**config.mk**
```make
export PLATFORM = sky130hd
export DESIGN_NAME = rtc_core
export DESIGN_NICKNAME = d
export VERILOG_FILES = /design/src/rtc_pkg.sv /design/src/rtc_core.sv
export VERILOG_INCLUDE_DIRS = /design/src
export SDC_FILE = /design/constraint.sdc
export NUM_CORES = 1
export LEC_CHECK = 0
export BUFFER_PORTS_ARGS = -buffer_cell sky130_fd_sc_hd__buf_2
export CAP_MARGIN = 15
export CORE_MARGIN = 8
export CORE_UTILIZATION = 65
export CTS_BUF_LIST = sky130_fd_sc_hd__clkbuf_4
export CTS_CLUSTER_SIZE = 10
export DETAILED_ROUTE_END_ITERATION = 12
export GPL_TIMING_DRIVEN = 0
export PLACE_DENSITY_LB_ADDON = 0.2
export SLEW_MARGIN = 0
export SYNTH_ARGS = -nofsm -noshare
export SYNTH_HDL_FRONTEND = slang
export SYNTH_SLANG_ARGS = --single-unit
```
**constraint.sdc**
```tcl
create_clock -name sys_clk -period 4.5 [get_ports sys_clk]
set_input_delay 0.675 -clock sys_clk [delete_from_list [all_inputs] [get_ports sys_clk]]
set_output_delay 0.675 -clock sys_clk [all_outputs]
set_load 0.02 [all_outputs]
```
**src/rtc_regs.svh**
```systemverilog
/*
  Register indices, field positions, calendar codes and timing counts
  for the real-time clock core. Assumes a 250 MHz system clock and a
  32-bit AXI4-Lite bus where byte address equals four times the index.
*/
// How it works
// - oscillator stop sets halt flag, held until cleared
// - halt flag forces control and trim bits zero, except hour format
// - halt releases interrupt A, clock on B
// - writing control two while running clears halt
// - clock gate zero enables crystal clock output
// - periodic flag mirrors asserted periodic interrupt output
// - level mode write zero clears periodic flag
// - enabled alarm match sets its match flag
// - write zero clears alarm flag, one ignored
// - disabled alarm reads match flag as zero
// - seconds count BCD 00..59, carry to minutes
// - minutes count BCD 00..59, carry to hours
// - hour wrap carries into day and weekday
// - weekday increments modulo seven on hour carry
// - day wraps per month length, carries month
// - month counts 1..12, carries into year
// - years divisible by four are leap years
// - hour bit five is pm or tens-twenty
// - format zero uses twelve-hour hour codes
`ifndef RTC_REGS_SVH
`define RTC_REGS_SVH
`define RTC_IDX_SEC 4'h0
`define RTC_IDX_MIN 4'h1
`define RTC_IDX_HOUR 4'h2
`define RTC_IDX_WDAY 4'h3
`define RTC_IDX_DAY 4'h4
`define RTC_IDX_MONTH 4'h5
`define RTC_IDX_YEAR 4'h6
`define RTC_IDX_TRIM 4'h7
`define RTC_IDX_CTRL1 4'hE
`define RTC_IDX_CTRL2 4'hF
`define RTC_MASK_SEC 8'h7F
`define RTC_MASK_HOUR 8'h3F
`define RTC_MASK_WDAY 8'h07
`define RTC_MASK_DAY 8'h3F
`define RTC_MASK_MONTH 8'h1F
`define RTC_BCD_ZERO 8'h00
`define RTC_BCD_59 8'h59
`define RTC_HR24_LAST 8'h23
`define RTC_HR12_AM12 8'h12
`define RTC_HR12_AM1 8'h01
`define RTC_HR12_AM11 8'h11
`define RTC_HR12_PM12 8'h32
`define RTC_HR12_PM1 8'h21
`define RTC_HR12_PM11 8'h31
`define RTC_DAY_FIRST 8'h01
`define RTC_DAY_31 8'h31
`define RTC_DAY_30 8'h30
`define RTC_DAY_29 8'h29
`define RTC_DAY_28 8'h28
`define RTC_MON_FEB 8'h02
`define RTC_MON_APR 8'h04
`define RTC_MON_JUN 8'h06
`define RTC_MON_SEP 8'h09
`define RTC_MON_NOV 8'h11
`define RTC_MONTH_LAST 8'h12
`define RTC_YEAR_LAST 8'h99
`define RTC_WDAY_LAST 3'h6
`define RTC_C2_FMT 5
`define RTC_C2_HALT 4
`define RTC_C2_GATE 3
`define RTC_C2_PIRQ 2
`define RTC_C2_AFA 1
`define RTC_C2_AFB 0
`define RTC_C1_AEA 7
`define RTC_C1_AEB 6
`define RTC_C1_RT_HI 5
`define RTC_C1_RT_LO 4
`define RTC_C1_TEST 3
`define RTC_C1_CT_HI 2
`define RTC_RESP_OKAY 2'h0
`define RTC_RESP_SLVERR 2'h2
`define RTC_CLK_HZ 250000000
`define RTC_SECOND_S 1
`define RTC_CLKS_PER_SEC (`RTC_SECOND_S * `RTC_CLK_HZ)
`define RTC_XTAL_HZ 32768
`define RTC_CLK32_HALF (`RTC_CLK_HZ / (`RTC_XTAL_HZ * 2))
`endif

```
**src/rtc_pkg.sv**
```systemverilog
/*
  Shared types of the real-time clock core.
  Assumes the constants of rtc_regs.svh are included where needed.
*/
package rtc_pkg;
  typedef logic [7:0] rtc_byte_t;
  // Periodic interrupt cycle selection codes.
  typedef enum logic [2:0] {
    RTC_PM_OFF = 3'h0,
    RTC_PM_LOW = 3'h1,
    RTC_PM_P2HZ = 3'h2,
    RTC_PM_P1HZ = 3'h3,
    RTC_PM_SEC = 3'h4,
    RTC_PM_MIN = 3'h5,
    RTC_PM_HOUR = 3'h6,
    RTC_PM_MONTH = 3'h7
  } rtc_pmode_t;
endpackage

```
**src/rtc_core.sv**
```systemverilog
/*
  Real-time clock core: oscillator halt flag, control registers, BCD time
  and calendar counters, periodic and alarm flags, interrupt pin routing
  and the 32 kHz clock output, behind an AXI4-Lite slave.
  Assumes osc_stopped is a level from an oscillator watchdog and that the
  alarm compare logic outside drives alarm_a_hit and alarm_b_hit.
*/
`include "rtc_regs.svh"
module rtc_core
  import rtc_pkg::*;
#(
  parameter int unsigned ADDR_W = 8,
  parameter int unsigned CLKS_PER_SEC = `RTC_CLKS_PER_SEC
)
(
  input wire logic sys_clk,
  input wire logic rst_n,
  input wire logic [ADDR_W-1:0] s_axi_awaddr,
  input wire logic s_axi_awvalid,
  output logic s_axi_awready,
  input wire logic [31:0] s_axi_wdata,
  input wire logic [3:0] s_axi_wstrb,
  input wire logic s_axi_wvalid,
  output logic s_axi_wready,
  output logic [1:0] s_axi_bresp,
  output logic s_axi_bvalid,
  input wire logic s_axi_bready,
  input wire logic [ADDR_W-1:0] s_axi_araddr,
  input wire logic s_axi_arvalid,
  output logic s_axi_arready,
  output logic [31:0] s_axi_rdata,
  output logic [1:0] s_axi_rresp,
  output logic s_axi_rvalid,
  input wire logic s_axi_rready,
  input wire logic osc_stopped,
  input wire logic alarm_a_hit,
  input wire logic alarm_b_hit,
  output logic irq_out_a_out,
  output logic irq_out_a_oe,
  output logic irq_out_b_out,
  output logic irq_out_b_oe,
  output logic clk32_out,
  output logic test_mode
);

  localparam logic [31:0] SEC_LAST = 32'(CLKS_PER_SEC - 1);
  localparam logic [31:0] SEC_HALF = 32'(CLKS_PER_SEC / 2);
  localparam logic [31:0] SEC_QUARTER = 32'(CLKS_PER_SEC / 4);
  localparam logic [11:0] CLK32_LAST = 12'(`RTC_CLK32_HALF - 1);

  // BCD increment of a two-digit value.
  function automatic rtc_byte_t bcd_inc(input rtc_byte_t v);
    if (v[3:0] == 4'h9)
      bcd_inc = {v[7:4] + 4'h1, 4'h0};
    else
      bcd_inc = {v[7:4], v[3:0] + 4'h1};
  endfunction

  // Whether a byte address is mapped and word aligned.
  function automatic logic is_mapped(input logic [ADDR_W-1:0] a);
    logic [3:0] i;
    i = a[5:2];
    is_mapped = (a[1:0] == 2'h0) && (a[ADDR_W-1:6] == '0) &&
                ((i <= `RTC_IDX_TRIM) || (i == `RTC_IDX_CTRL1) || (i == `RTC_IDX_CTRL2));
  endfunction

  // A BCD year is leap when divisible by four, including 00.
  function automatic logic is_leap(input rtc_byte_t y);
    if (y[4])
      is_leap = (y[3:0] == 4'h2) || (y[3:0] == 4'h6);
    else
      is_leap = (y[3:0] == 4'h0) || (y[3:0] == 4'h4) || (y[3:0] == 4'h8);
  endfunction

  // Last day of a month in BCD.
  function automatic rtc_byte_t month_len(input rtc_byte_t m, input rtc_byte_t y);
    if (m == `RTC_MON_FEB)
      month_len = is_leap(y) ? `RTC_DAY_29 : `RTC_DAY_28;
    else if ((m == `RTC_MON_APR) || (m == `RTC_MON_JUN) ||
             (m == `RTC_MON_SEP) || (m == `RTC_MON_NOV))
      month_len = `RTC_DAY_30;
    else
      month_len = `RTC_DAY_31;
  endfunction

  // Next hour code; fmt24 high selects the 24-hour codes.
  function automatic rtc_byte_t hour_next(input rtc_byte_t h, input logic fmt24);
    if (fmt24)
      hour_next = (h == `RTC_HR24_LAST) ? `RTC_BCD_ZERO : bcd_inc(h);
    else if (h == `RTC_HR12_AM12)
      hour_next = `RTC_HR12_AM1;
    else if (h == `RTC_HR12_AM11)
      hour_next = `RTC_HR12_PM12;
    else if (h == `RTC_HR12_PM12)
      hour_next = `RTC_HR12_PM1;
    else if (h == `RTC_HR12_PM11)
      hour_next = `RTC_HR12_AM12;
    else
      hour_next = bcd_inc(h);
  endfunction

  rtc_byte_t seconds_count;
  rtc_byte_t minutes_count;
  rtc_byte_t hours_count;
  logic [2:0] weekday_bits;
  rtc_byte_t day_of_month_count;
  rtc_byte_t month_count;
  rtc_byte_t year_count;
  logic crystal_select;
  logic [6:0] trim_value;
  logic alarm_a_enable;
  logic alarm_b_enable;
  logic [1:0] irq_route_select;
  logic test_bit;
  logic [2:0] periodic_cycle_select;
  logic hour_format_select;
  logic clk_out_gate;
  logic osc_halt_flag;
  logic periodic_irq_flag;
  logic alarm_a_match_flag;
  logic alarm_b_match_flag;
  logic [31:0] sub_cnt;
  logic [11:0] cnt32;
  logic clk32_phase;
  logic aw_held;
  logic w_held;
  logic [ADDR_W-1:0] wr_addr;
  rtc_byte_t wr_byte;
  logic wr_lane;
  rtc_byte_t rd_byte;

  wire logic wr_fire = aw_held && w_held && !s_axi_bvalid;
  wire logic wr_ok = wr_fire && wr_lane && is_mapped(wr_addr);
  wire logic [3:0] wr_idx = wr_addr[5:2];
  wire logic wr_c2 = wr_ok && (wr_idx == `RTC_IDX_CTRL2);
  wire logic halt_force = osc_halt_flag || osc_stopped;
  wire logic sec_tick = !osc_stopped && (sub_cnt == SEC_LAST);
  wire logic wave1_low = sub_cnt < SEC_HALF;
  wire logic wave2_low = (sub_cnt < SEC_QUARTER) ||
                         ((sub_cnt >= SEC_HALF) && (sub_cnt < SEC_HALF + SEC_QUARTER));

  // Carry chain between the counters.
  wire logic sec_carry = sec_tick && (seconds_count == `RTC_BCD_59);
  wire logic min_carry = sec_carry && (minutes_count == `RTC_BCD_59);
  wire logic hour_last = hour_format_select ? (hours_count == `RTC_HR24_LAST) :
                         (hours_count == `RTC_HR12_PM11);
  wire logic hour_carry = min_carry && hour_last;
  wire logic day_carry = hour_carry &&
                         (day_of_month_count == month_len(month_count, year_count));
  wire logic month_carry = day_carry && (month_count == `RTC_MONTH_LAST);

  // Sub-second divider; it stops with the oscillator so time freezes.
  always_ff @(posedge sys_clk)
  begin
    if (!rst_n || osc_stopped || sec_tick)
      sub_cnt <= '0;
    else
      sub_cnt <= sub_cnt + 32'h1;
  end

  // 32 kHz phase generator, derived from the system clock.
  always_ff @(posedge sys_clk)
  begin
    if (!rst_n)
    begin
      cnt32 <= '0;
      clk32_phase <= 1'b0;
    end
    else if (!osc_stopped)
    begin
      if (cnt32 == CLK32_LAST)
      begin
        cnt32 <= '0;
        clk32_phase <= !clk32_phase;
      end
      else
        cnt32 <= cnt32 + 12'h1;
    end
  end

  // Write channel capture; address and data may arrive in either order.
  always_ff @(posedge sys_clk)
  begin
    if (!rst_n)
    begin
      aw_held <= 1'b0;
      w_held <= 1'b0;
      wr_addr <= '0;
      wr_byte <= '0;
      wr_lane <= 1'b0;
      s_axi_bvalid <= 1'b0;
      s_axi_bresp <= `RTC_RESP_OKAY;
    end
    else
    begin
      if (s_axi_awvalid && s_axi_awready)
      begin
        aw_held <= 1'b1;
        wr_addr <= s_axi_awaddr;
      end
      if (s_axi_wvalid && s_axi_wready)
      begin
        w_held <= 1'b1;
        wr_byte <= s_axi_wdata[7:0];
        wr_lane <= s_axi_wstrb[0];
      end
      if (wr_fire)
      begin
        aw_held <= 1'b0;
        w_held <= 1'b0;
        s_axi_bvalid <= 1'b1;
        s_axi_bresp <= is_mapped(wr_addr) ? `RTC_RESP_OKAY : `RTC_RESP_SLVERR;
      end
      else if (s_axi_bvalid && s_axi_bready)
        s_axi_bvalid <= 1'b0;
    end
  end

  assign s_axi_awready = !aw_held && !s_axi_bvalid;
  assign s_axi_wready = !w_held && !s_axi_bvalid;
  assign s_axi_arready = !s_axi_rvalid;

  // Read mux; unused upper bits read zero.
  always_comb
  begin
    unique case (s_axi_araddr[5:2])
      `RTC_IDX_SEC: rd_byte = seconds_count;
      `RTC_IDX_MIN: rd_byte = minutes_count;
      `RTC_IDX_HOUR: rd_byte = hours_count;
      `RTC_IDX_WDAY: rd_byte = {5'h00, weekday_bits};
      `RTC_IDX_DAY: rd_byte = day_of_month_count;
      `RTC_IDX_MONTH: rd_byte = month_count;
      `RTC_IDX_YEAR: rd_byte = year_count;
      `RTC_IDX_TRIM: rd_byte = {crystal_select, trim_value};
      `RTC_IDX_CTRL1: rd_byte = {alarm_a_enable, alarm_b_enable, irq_route_select,
                                 test_bit, periodic_cycle_select};
      `RTC_IDX_CTRL2: rd_byte = {2'h0, hour_format_select, osc_halt_flag, clk_out_gate,
                                 periodic_irq_flag, alarm_a_match_flag && alarm_a_enable,
                                 alarm_b_match_flag && alarm_b_enable};
      default: rd_byte = 8'h00;
    endcase
  end

  // Read channel: one word per address, answered the cycle after it is taken.
  always_ff @(posedge sys_clk)
  begin
    if (!rst_n)
    begin
      s_axi_rvalid <= 1'b0;
      s_axi_rdata <= '0;
      s_axi_rresp <= `RTC_RESP_OKAY;
    end
    else if (s_axi_arvalid && s_axi_arready)
    begin
      s_axi_rvalid <= 1'b1;
      s_axi_rdata <= is_mapped(s_axi_araddr) ? {24'h000000, rd_byte} : 32'h00000000;
      s_axi_rresp <= is_mapped(s_axi_araddr) ? `RTC_RESP_OKAY : `RTC_RESP_SLVERR;
    end
    else if (s_axi_rvalid && s_axi_rready)
      s_axi_rvalid <= 1'b0;
  end

  // Halt flag; a stop in the clearing cycle wins so no halt goes unseen.
  always_ff @(posedge sys_clk)
  begin
    if (!rst_n)
      osc_halt_flag <= 1'b1;
    else if (osc_stopped)
      osc_halt_flag <= 1'b1;
    else if (wr_c2)
      osc_halt_flag <= 1'b0;
  end

  // Control and trim bits, all cleared while the halt flag stands.
  always_ff @(posedge sys_clk)
  begin
    if (!rst_n || halt_force)
    begin
      crystal_select <= 1'b0;
      trim_value <= '0;
      alarm_a_enable <= 1'b0;
      alarm_b_enable <= 1'b0;
      irq_route_select <= '0;
      test_bit <= 1'b0;
      periodic_cycle_select <= '0;
      clk_out_gate <= 1'b0;
    end
    else if (wr_ok)
    begin
      if (wr_idx == `RTC_IDX_TRIM)
      begin
        crystal_select <= wr_byte[7];
        trim_value <= wr_byte[6:0];
      end
      if (wr_idx == `RTC_IDX_CTRL1)
      begin
        alarm_a_enable <= wr_byte[`RTC_C1_AEA];
        alarm_b_enable <= wr_byte[`RTC_C1_AEB];
        irq_route_select <= wr_byte[`RTC_C1_RT_HI:`RTC_C1_RT_LO];
        test_bit <= wr_byte[`RTC_C1_TEST];
        periodic_cycle_select <= wr_byte[`RTC_C1_CT_HI:0];
      end
      if (wr_idx == `RTC_IDX_CTRL2)
        clk_out_gate <= wr_byte[`RTC_C2_GATE];
    end
  end

  // Hour format is not among the bits the halt clears.
  always_ff @(posedge sys_clk)
  begin
    if (!rst_n)
      hour_format_select <= 1'b0;
    else if (wr_c2)
      hour_format_select <= wr_byte[`RTC_C2_FMT];
  end

  // Periodic flag: follows the waveform in pulse modes, sticky in level modes.
  always_ff @(posedge sys_clk)
  begin
    if (!rst_n)
      periodic_irq_flag <= 1'b0;
    else
    begin
      unique case (rtc_pmode_t'(periodic_cycle_select))
        RTC_PM_OFF: periodic_irq_flag <= 1'b0;
        RTC_PM_LOW: periodic_irq_flag <= 1'b1;
        RTC_PM_P2HZ: periodic_irq_flag <= wave2_low;
        RTC_PM_P1HZ: periodic_irq_flag <= wave1_low;
        RTC_PM_SEC: periodic_irq_flag <= sec_tick ||
                      (periodic_irq_flag && !(wr_c2 && !wr_byte[`RTC_C2_PIRQ]));
        RTC_PM_MIN: periodic_irq_flag <= sec_carry ||
                      (periodic_irq_flag && !(wr_c2 && !wr_byte[`RTC_C2_PIRQ]));
        RTC_PM_HOUR: periodic_irq_flag <= min_carry ||
                      (periodic_irq_flag && !(wr_c2 && !wr_byte[`RTC_C2_PIRQ]));
        RTC_PM_MONTH: periodic_irq_flag <= day_carry ||
                      (periodic_irq_flag && !(wr_c2 && !wr_byte[`RTC_C2_PIRQ]));
      endcase
    end
  end

  // Alarm flags; a match in the clearing cycle wins, writing one does nothing.
  always_ff @(posedge sys_clk)
  begin
    if (!rst_n)
    begin
      alarm_a_match_flag <= 1'b0;
      alarm_b_match_flag <= 1'b0;
    end
    else
    begin
      alarm_a_match_flag <= alarm_a_enable && (alarm_a_hit ||
        (alarm_a_match_flag && !(wr_c2 && !wr_byte[`RTC_C2_AFA])));
      alarm_b_match_flag <= alarm_b_enable && (alarm_b_hit ||
        (alarm_b_match_flag && !(wr_c2 && !wr_byte[`RTC_C2_AFB])));
    end
  end

  // Time counters; a software write beats a tick in the same cycle.
  always_ff @(posedge sys_clk)
  begin
    if (!rst_n)
    begin
      seconds_count <= `RTC_BCD_ZERO;
      minutes_count <= `RTC_BCD_ZERO;
      hours_count <= `RTC_BCD_ZERO;
    end
    else
    begin
      if (wr_ok && (wr_idx == `RTC_IDX_SEC))
        seconds_count <= wr_byte & `RTC_MASK_SEC;
      else if (sec_tick)
        seconds_count <= sec_carry ? `RTC_BCD_ZERO : bcd_inc(seconds_count);
      if (wr_ok && (wr_idx == `RTC_IDX_MIN))
        minutes_count <= wr_byte & `RTC_MASK_SEC;
      else if (sec_carry)
        minutes_count <= min_carry ? `RTC_BCD_ZERO : bcd_inc(minutes_count);
      if (wr_ok && (wr_idx == `RTC_IDX_HOUR))
        hours_count <= wr_byte & `RTC_MASK_HOUR;
      else if (min_carry)
        hours_count <= hour_next(hours_count, hour_format_select);
    end
  end

  // Calendar counters; impossible values written by software are not repaired.
  always_ff @(posedge sys_clk)
  begin
    if (!rst_n)
    begin
      weekday_bits <= '0;
      day_of_month_count <= `RTC_DAY_FIRST;
      month_count <= `RTC_DAY_FIRST;
      year_count <= `RTC_BCD_ZERO;
    end
    else
    begin
      if (wr_ok && (wr_idx == `RTC_IDX_WDAY))
        weekday_bits <= wr_byte[2:0];
      else if (hour_carry)
        weekday_bits <= (weekday_bits >= `RTC_WDAY_LAST) ? 3'h0 : weekday_bits + 3'h1;
      if (wr_ok && (wr_idx == `RTC_IDX_DAY))
        day_of_month_count <= wr_byte & `RTC_MASK_DAY;
      else if (hour_carry)
        day_of_month_count <= day_carry ? `RTC_DAY_FIRST : bcd_inc(day_of_month_count);
      if (wr_ok && (wr_idx == `RTC_IDX_MONTH))
        month_count <= wr_byte & `RTC_MASK_MONTH;
      else if (day_carry)
        month_count <= month_carry ? `RTC_DAY_FIRST : bcd_inc(month_count);
      if (wr_ok && (wr_idx == `RTC_IDX_YEAR))
        year_count <= wr_byte;
      else if (month_carry)
        year_count <= (year_count == `RTC_YEAR_LAST) ? `RTC_BCD_ZERO : bcd_inc(year_count);
    end
  end

  // Interrupt routing onto the two open-drain pins; B also carries the clock.
  logic route_a;
  logic route_b;
  always_comb
  begin
    route_a = alarm_a_match_flag ||
              (!irq_route_select[0] && alarm_b_match_flag) ||
              (!irq_route_select[1] && periodic_irq_flag);
    route_b = (irq_route_select[0] && alarm_b_match_flag) ||
              (irq_route_select[1] && periodic_irq_flag);
  end

  // Pin drivers are registered so the pads see no decode glitches.
  always_ff @(posedge sys_clk)
  begin
    if (!rst_n)
    begin
      irq_out_a_oe <= 1'b0;
      irq_out_b_oe <= 1'b0;
      clk32_out <= 1'b0;
    end
    else
    begin
      irq_out_a_oe <= route_a && !halt_force;
      irq_out_b_oe <= route_b || (!clk_out_gate && !clk32_phase);
      clk32_out <= !clk_out_gate && clk32_phase;
    end
  end

  assign irq_out_a_out = 1'b0;
  assign irq_out_b_out = 1'b0;
  assign test_mode = test_bit;
endmodule

```
# [Yosys cells after proc, flatten, opt, wreduce, memory -nomap -nowiden]
# Cells that the tools add are included.
[totals] register_bits=178 in_bits=62 out_inout_bits=47 elab_cells=305
[classes] n_addsub=15 order_cmp=7 n_eq_ne=52 mux=48 n_bitwise=2 n_reduce_logical=135
[ops] cell="$mux W8" count=20
[ops] cell="$pmux W8 S10" count=1
[ops] cell="$add A4 B1 Y4 const B" count=12
[ops] cell="$logic_and A1 B1 Y1" count=47
[ops] cell="$eq A4 B4 Y1 const B" count=11
[ops] cell="$eq A4 B3 Y1 const B" count=10
[ops] cell="$add A32 B1 Y32 const B" count=1
[ops] cell="$eq A32 B28 Y1 const B" count=1
[ops] cell="$eq A8 B5 Y1 const B" count=4
[ops] cell="$ge A32 B27 Y1 const B" count=1
[ops] cell="$lt A32 B26 Y1 const B" count=1
[ops] cell="$lt A32 B27 Y1 const B" count=1
[ops] cell="$lt A32 B28 Y1 const B" count=1
[ops] cell="$mux W7" count=4
[ops] cell="$reduce_and A2 Y1" count=13
[ops] cell="$reduce_bool A2 Y1" count=13
[ops] cell="$logic_or A1 B1 Y1" count=25
[ops] cell="$eq A8 B6 Y1 const B" count=3
[ops] cell="$mux W6" count=4
[ops] cell="$eq A4 B2 Y1 const B" count=5
[ops] cell="$logic_not A1 Y1" count=17
[ops] cell="$eq A8 B3 Y1 const B" count=2
[ops] cell="$eq A8 B7 Y1 const B" count=2
[ops] cell="$mux W5" count=3
[ops] cell="24 further kinds" count=57

# [Longest topological paths before layout]
[logic_depth] depth_word=13 depth_mapped=12 depth_no_buf=9

# [Worst setup path after synthesis]
# No wires, ideal clock.
[synth_path] path_type="input to register" startpoint="input osc_stopped" endpoint="register month_count[6]" setup_time_ns=0.070 arrival_ns=2.627 t_required_ns=4.430 path_slack_ns=1.803 cell_stages=8 n_path_buf=1 cell_sequence="nor4b_1 -> nand3_2 -> nor4_4 -> buf_6 -> and2b_4 -> nand2_4 -> or4_1 -> a21oi_1"
[synth_via] elab_chain_len=9 elab_cells_between_ends=10 cone_classes="mux: 1; reduce/logical: 9"
[synth_lines] element="start: declaration" line="rtc_core.sv:35" text="input wire logic osc_stopped,"
[synth_lines] element="$logic_not A1 Y1 (*)"
[synth_lines] element="$logic_and A1 B1 Y1 (*)" line="rtc_core.sv:137" text="wire logic sec_tick = !osc_stopped && (sub_cnt == SEC_LAST);"
[synth_lines] element="$logic_and A1 B1 Y1 (*)" line="rtc_core.sv:143" text="wire logic sec_carry = sec_tick && (seconds_count == `RTC_BCD_59);"
[synth_lines] element="$logic_and A1 B1 Y1 (*)" line="rtc_core.sv:144" text="wire logic min_carry = sec_carry && (minutes_count == `RTC_BCD_59);"
[synth_lines] element="$logic_and A1 B1 Y1 (*)" line="rtc_core.sv:147" text="wire logic hour_carry = min_carry && hour_last;"
[synth_lines] element="$logic_and A1 B1 Y1 (*)" line="rtc_core.sv:148" text="wire logic day_carry = hour_carry &&"
[synth_lines] element="$logic_and A1 B1 Y1" line="rtc_core.sv:150" text="wire logic month_carry = day_carry && (month_count == `RTC_MONTH_LAST);"
[synth_lines] element="$reduce_bool A2 Y1 (no line)"
[synth_lines] element="$reduce_and A2 Y1 (no line)"
[synth_lines] element="end signal: assignment" line="rtc_core.sv:391" text="month_count <= `RTC_DAY_FIRST;"
[synth_lines] element="end signal: assignment" line="rtc_core.sv:405" text="month_count <= wr_byte & `RTC_MASK_MONTH;"
[synth_lines] element="end signal: assignment" line="rtc_core.sv:407" text="month_count <= month_carry ? `RTC_DAY_FIRST : bcd_inc(month_count);"
[synth_lines] element="end: declaration" line="rtc_core.sv:107" text="rtc_byte_t month_count;"
# Every way passes the cells marked *; elsewhere a longest branch is shown, timed or not.
# A chain may end at the register's enable or synchronous reset.

# [Worst setup path in the final report]
[layout_path] startpoint="register seconds_count[0]" endpoint="register day_of_month_count[5]"
[layout_via] elab_chain_len=8 elab_cells_between_ends=11 cone_classes="eq/ne: 1; mux: 3; reduce/logical: 7"
[layout_lines] element="start: declaration" line="rtc_core.sv:102" text="rtc_byte_t seconds_count;"
[layout_lines] element="start signal: assignment" line="rtc_core.sv:363" text="seconds_count <= `RTC_BCD_ZERO;"
[layout_lines] element="start signal: assignment" line="rtc_core.sv:370" text="seconds_count <= wr_byte & `RTC_MASK_SEC;"
[layout_lines] element="start signal: assignment" line="rtc_core.sv:372" text="seconds_count <= sec_carry ? `RTC_BCD_ZERO : bcd_inc(seconds_count);"
[layout_lines] element="$eq A8 B7 Y1 (no line) (*)"
[layout_lines] element="$logic_and A1 B1 Y1 (*)" line="rtc_core.sv:143"
[layout_lines] element="$logic_and A1 B1 Y1 (*)" line="rtc_core.sv:144"
[layout_lines] element="$logic_and A1 B1 Y1 (*)" line="rtc_core.sv:147"
[layout_lines] element="$logic_and A1 B1 Y1" line="rtc_core.sv:148"
[layout_lines] element="$mux W8" line="rtc_core.sv:403" text="day_of_month_count <= day_carry ? `RTC_DAY_FIRST : bcd_inc(day_of_month_count);"
[layout_lines] element="$mux W6" line="rtc_core.sv:402" text="else if (hour_carry)"
[layout_lines] element="$mux W6" line="rtc_core.sv:400" text="if (wr_ok && (wr_idx == `RTC_IDX_DAY))"
[layout_lines] element="end signal: assignment" line="rtc_core.sv:390" text="day_of_month_count <= `RTC_DAY_FIRST;"
[layout_lines] element="end signal: assignment" line="rtc_core.sv:401" text="day_of_month_count <= wr_byte & `RTC_MASK_DAY;"
[layout_lines] element="end signal: assignment" line="rtc_core.sv:403"
[layout_lines] element="end: declaration" line="rtc_core.sv:106" text="rtc_byte_t day_of_month_count;"
# Every way passes the cells marked *; elsewhere a longest branch is shown, timed or not. The select of a mux whose other input is x is not followed.

==> impl_metrics.tcl <==
set metrics [dict create \
    core_area_sq_um 13200 \
    wl_per_cell_um 18.7 \
    drc 0 \
    use_met2_pct 43.5 \
    yosys_warnings 0 \
    post-route-period-util_pct 73.9 \
    tritoncts "built" \
    syn_area_per_cell_sq_um 7.86 \
    viasPerCell 6.20 \
    grt_use_met3_pct 7.43 \
    cp_max_fo 10 \
    ant_nets 0 \
    first_iter_violations 1033 \
    cts_resized 0 \
    cts-buffers-inserted 17 \
    cts.sinks 152 \
    final_common_cell "dfxtp_1" \
    grt.met1_usage_pct 39.9 \
    dpl-instance-area_sq_um 9380 \
    synth_seq_cells 152 \
    fmaxAchievable_mhz 301 \
    grt_max_degree 19 \
    io_buffers 53 \
    ctsHtreeMaxLevel 4 \
    top_usage_layer "met2" \
    crit_type "register to register" \
    cts_hold_buf 0 \
    dieArea_sq_um 17500 \
    cp-end-kind "register" \
    grt_usage_pct 29.6 \
    ir_drop_mv 0.266 \
    rsz0062_at_grt "no" \
    max_cap_viol_count 0 \
    clock_skew_ns 0.0231 \
    utilization_pct 73.1 \
    place_ws_ns 1.12 \
    dpl.hpwl_mm 19.5 \
    finalCriticalPeriod_ns 3.32 \
    cts-root-buf "clkbuf_4" \
    ioPinCount 109 \
    cp_data_required_time_ns 5.00 \
    final_max_slew_viol_count 0 \
    firstDrtPassIters 6 \
    synth.cell_area_sq_um 8790 \
    synth_edf_count 0 \
    area.growth.synth_to_final_pct 10.2 \
    grt_pass1_vias 7748 \
    setup_viol 0 \
    clockBufferDepth 2 \
    initial_core_util_pct 66.4 \
    clock_latency_ns 0.60 \
    vias 8742 \
    gp_congestion 1.01 \
    ys.flop_type "dfxtp_1" \
    holdWs_ns 0.245 \
    grt_overflow 0 \
    cts_setup_buffers 0 \
    tightest_slew_ns 0.965 \
    fin_area_sq_um 9680 \
    min_path_type "primary input to register" \
    synth.distinct_cells 79 \
    syn_inst 1118 \
    critPathLaunchType "register" \
    clk_pin_slew_ns 0.14 \
    outcome "finished, final reports clean" \
    power_leakage_nw 3.66 \
    final_cell_mix "dfxtp_1 (152), nor2_1 (140), nand2_1 (126), buf_2 (65), o21ai_0 (64)" \
    row_count 42 \
    antenna_found_initial 2 \
    cp.arrival_ns 3.82 \
    synthArstFlopShare_pct 0 \
    fin_setup_tns_ns 0 \
    drt_wl_total_mm 26.4 \
    die_w_um 132 \
    drive_gt1_share_pct 12.7 \
    setup_ws_ns 1.18 \
    power.density_nw_per_um2 256 \
    nNetsFinal 1304 \
    relSlewSlack_pct 35.3 \
    grt_pass1_wl_mm 41.5 \
    hold_viol 0 \
    die_height_um 132 \
    ys_seq_area_share_pct 34.6 \
]
[worst max-delay path: stages (launching register included)]
cell and delay [ns]:
dfxtp_1 0.53, ha_1 0.20, and3b_1 0.15, clkbuf_1 0.35, nand4_1 0.47, nor4_4 0.37
buf_6 0.21, and2b_4 0.21, buf_4 0.18, o21ai_0 0.16, a221oi_1 0.33, nor2_1 0.07
[layer usage]
metal	wire length, um	up-vias
met4	869	0
met3	2810	64
li1	-	4147
met1	11300	4061
met5	0	-
met2	11500	470
[where the power goes]
| part | leakage (nW) | switching, W | internal, W |
|---|---|---|---|
| Sequential | 1.23 | 0.0000183 | 0.00137 |
| Clock | 0.161 | 0.000606 | 0.000262 |
| Combinational | 2.27 | 0.000156 | 0.0000694 |
[logic make-up (layout without fill, tap and decap cells)]
family / count (synthesis) / in the layout / synth area share (%)
multiplexers: 35 / 35 / 4.50
adder cells (fa/ha/maj): 23 / 23 / 3.27
other: 1 / 30 / 0.0427
flip-flops: 152 / 152 / 34.6
AND/OR/NAND/NOR: 481 / 481 / 27.4
XOR/XNOR: 49 / 49 / 4.88
AO/OA/AOI/OAI: 245 / 245 / 17.9
buffers and inverters: 132 / 219 / 7.30
[cells in the mapped netlist, drive strengths merged, types with 7 or more instances]
| master | number | share of area, % |
|---|---|---|
| a211oi | 13 | 1.1 |
| a21oi | 63 | 3.6 |
| a22oi | 12 | 1.0 |
| a311oi | 8 | 0.80 |
| a31oi | 20 | 1.4 |
| and2 | 12 | 0.85 |
| and3 | 14 | 1.0 |
| buf | 49 | 3.7 |
| clkbuf | 50 | 2.1 |
| dfxtp | 152 | 35 |
| ha | 23 | 3.3 |
| inv | 33 | 1.4 |
| mux2i | 26 | 3.0 |
| nand2 | 127 | 5.5 |
| nand2b | 7 | 0.50 |
| nand3 | 45 | 2.6 |
| nand4 | 26 | 1.9 |
| nor2 | 141 | 6.0 |
| nor2b | 14 | 1.0 |
| nor3 | 26 | 1.5 |
| nor4 | 12 | 1.3 |
| o211ai | 7 | 0.60 |
| o21ai | 64 | 3.6 |
| or3 | 7 | 0.50 |
| or4 | 8 | 0.73 |
| xnor2 | 23 | 2.3 |
| xor2 | 26 | 2.6 |
[flip-flops by register name, indices dropped and copies added, names as in the netlist, 7 cells and up]
name / flops
sub_cnt: 32
month_count: 8
hours_count: 8
seconds_count: 8
minutes_count: 8
wr_addr: 8
cnt32: 12
year_count: 8
trim_value: 7
s_axi_rdata: 8
wr_byte: 8
day_of_month_count: 8
[stage by stage]
step,cells,total power (W)
after global placement,1374,0.00163
after CTS,1407,0.00248
final,1410,0.00248
after floorplan,1145,0.00155
after detailed placement,1375,0.00163
after global routing,1409,0.00256
[area by class of cell]
| cell class | instances | area (sq um) |
|---|---|---|
| multi-input cells | 861 | 5210 |
| fillers | 1099 | 3560 |
| flip-flops and latches | 152 | 3040 |
| plain buffers | 99 | 518 |
| repair buffers | 55 | 275 |
| well taps | 176 | 220 |
| clock inverters | 15 | 164 |
| clock buffers | 17 | 128 |
| inverters | 33 | 124 |
| diodes | 2 | 5.00 |
[worst paths after layout]
kind	startpoint	to	slack [ns]	cells past startpoint
hold reg to reg	sub_cnt[0]	sub_cnt[0]	0.45	1
setup reg to reg	seconds_count[0]	day_of_month_count[5]	1.18	11
hold / removal	s_axi_rready	s_axi_rvalid	0.24	2
setup / recovery	seconds_count[0]	day_of_month_count[5]	1.18	11
No activity file was read; power rests on OpenSTA's default activity.
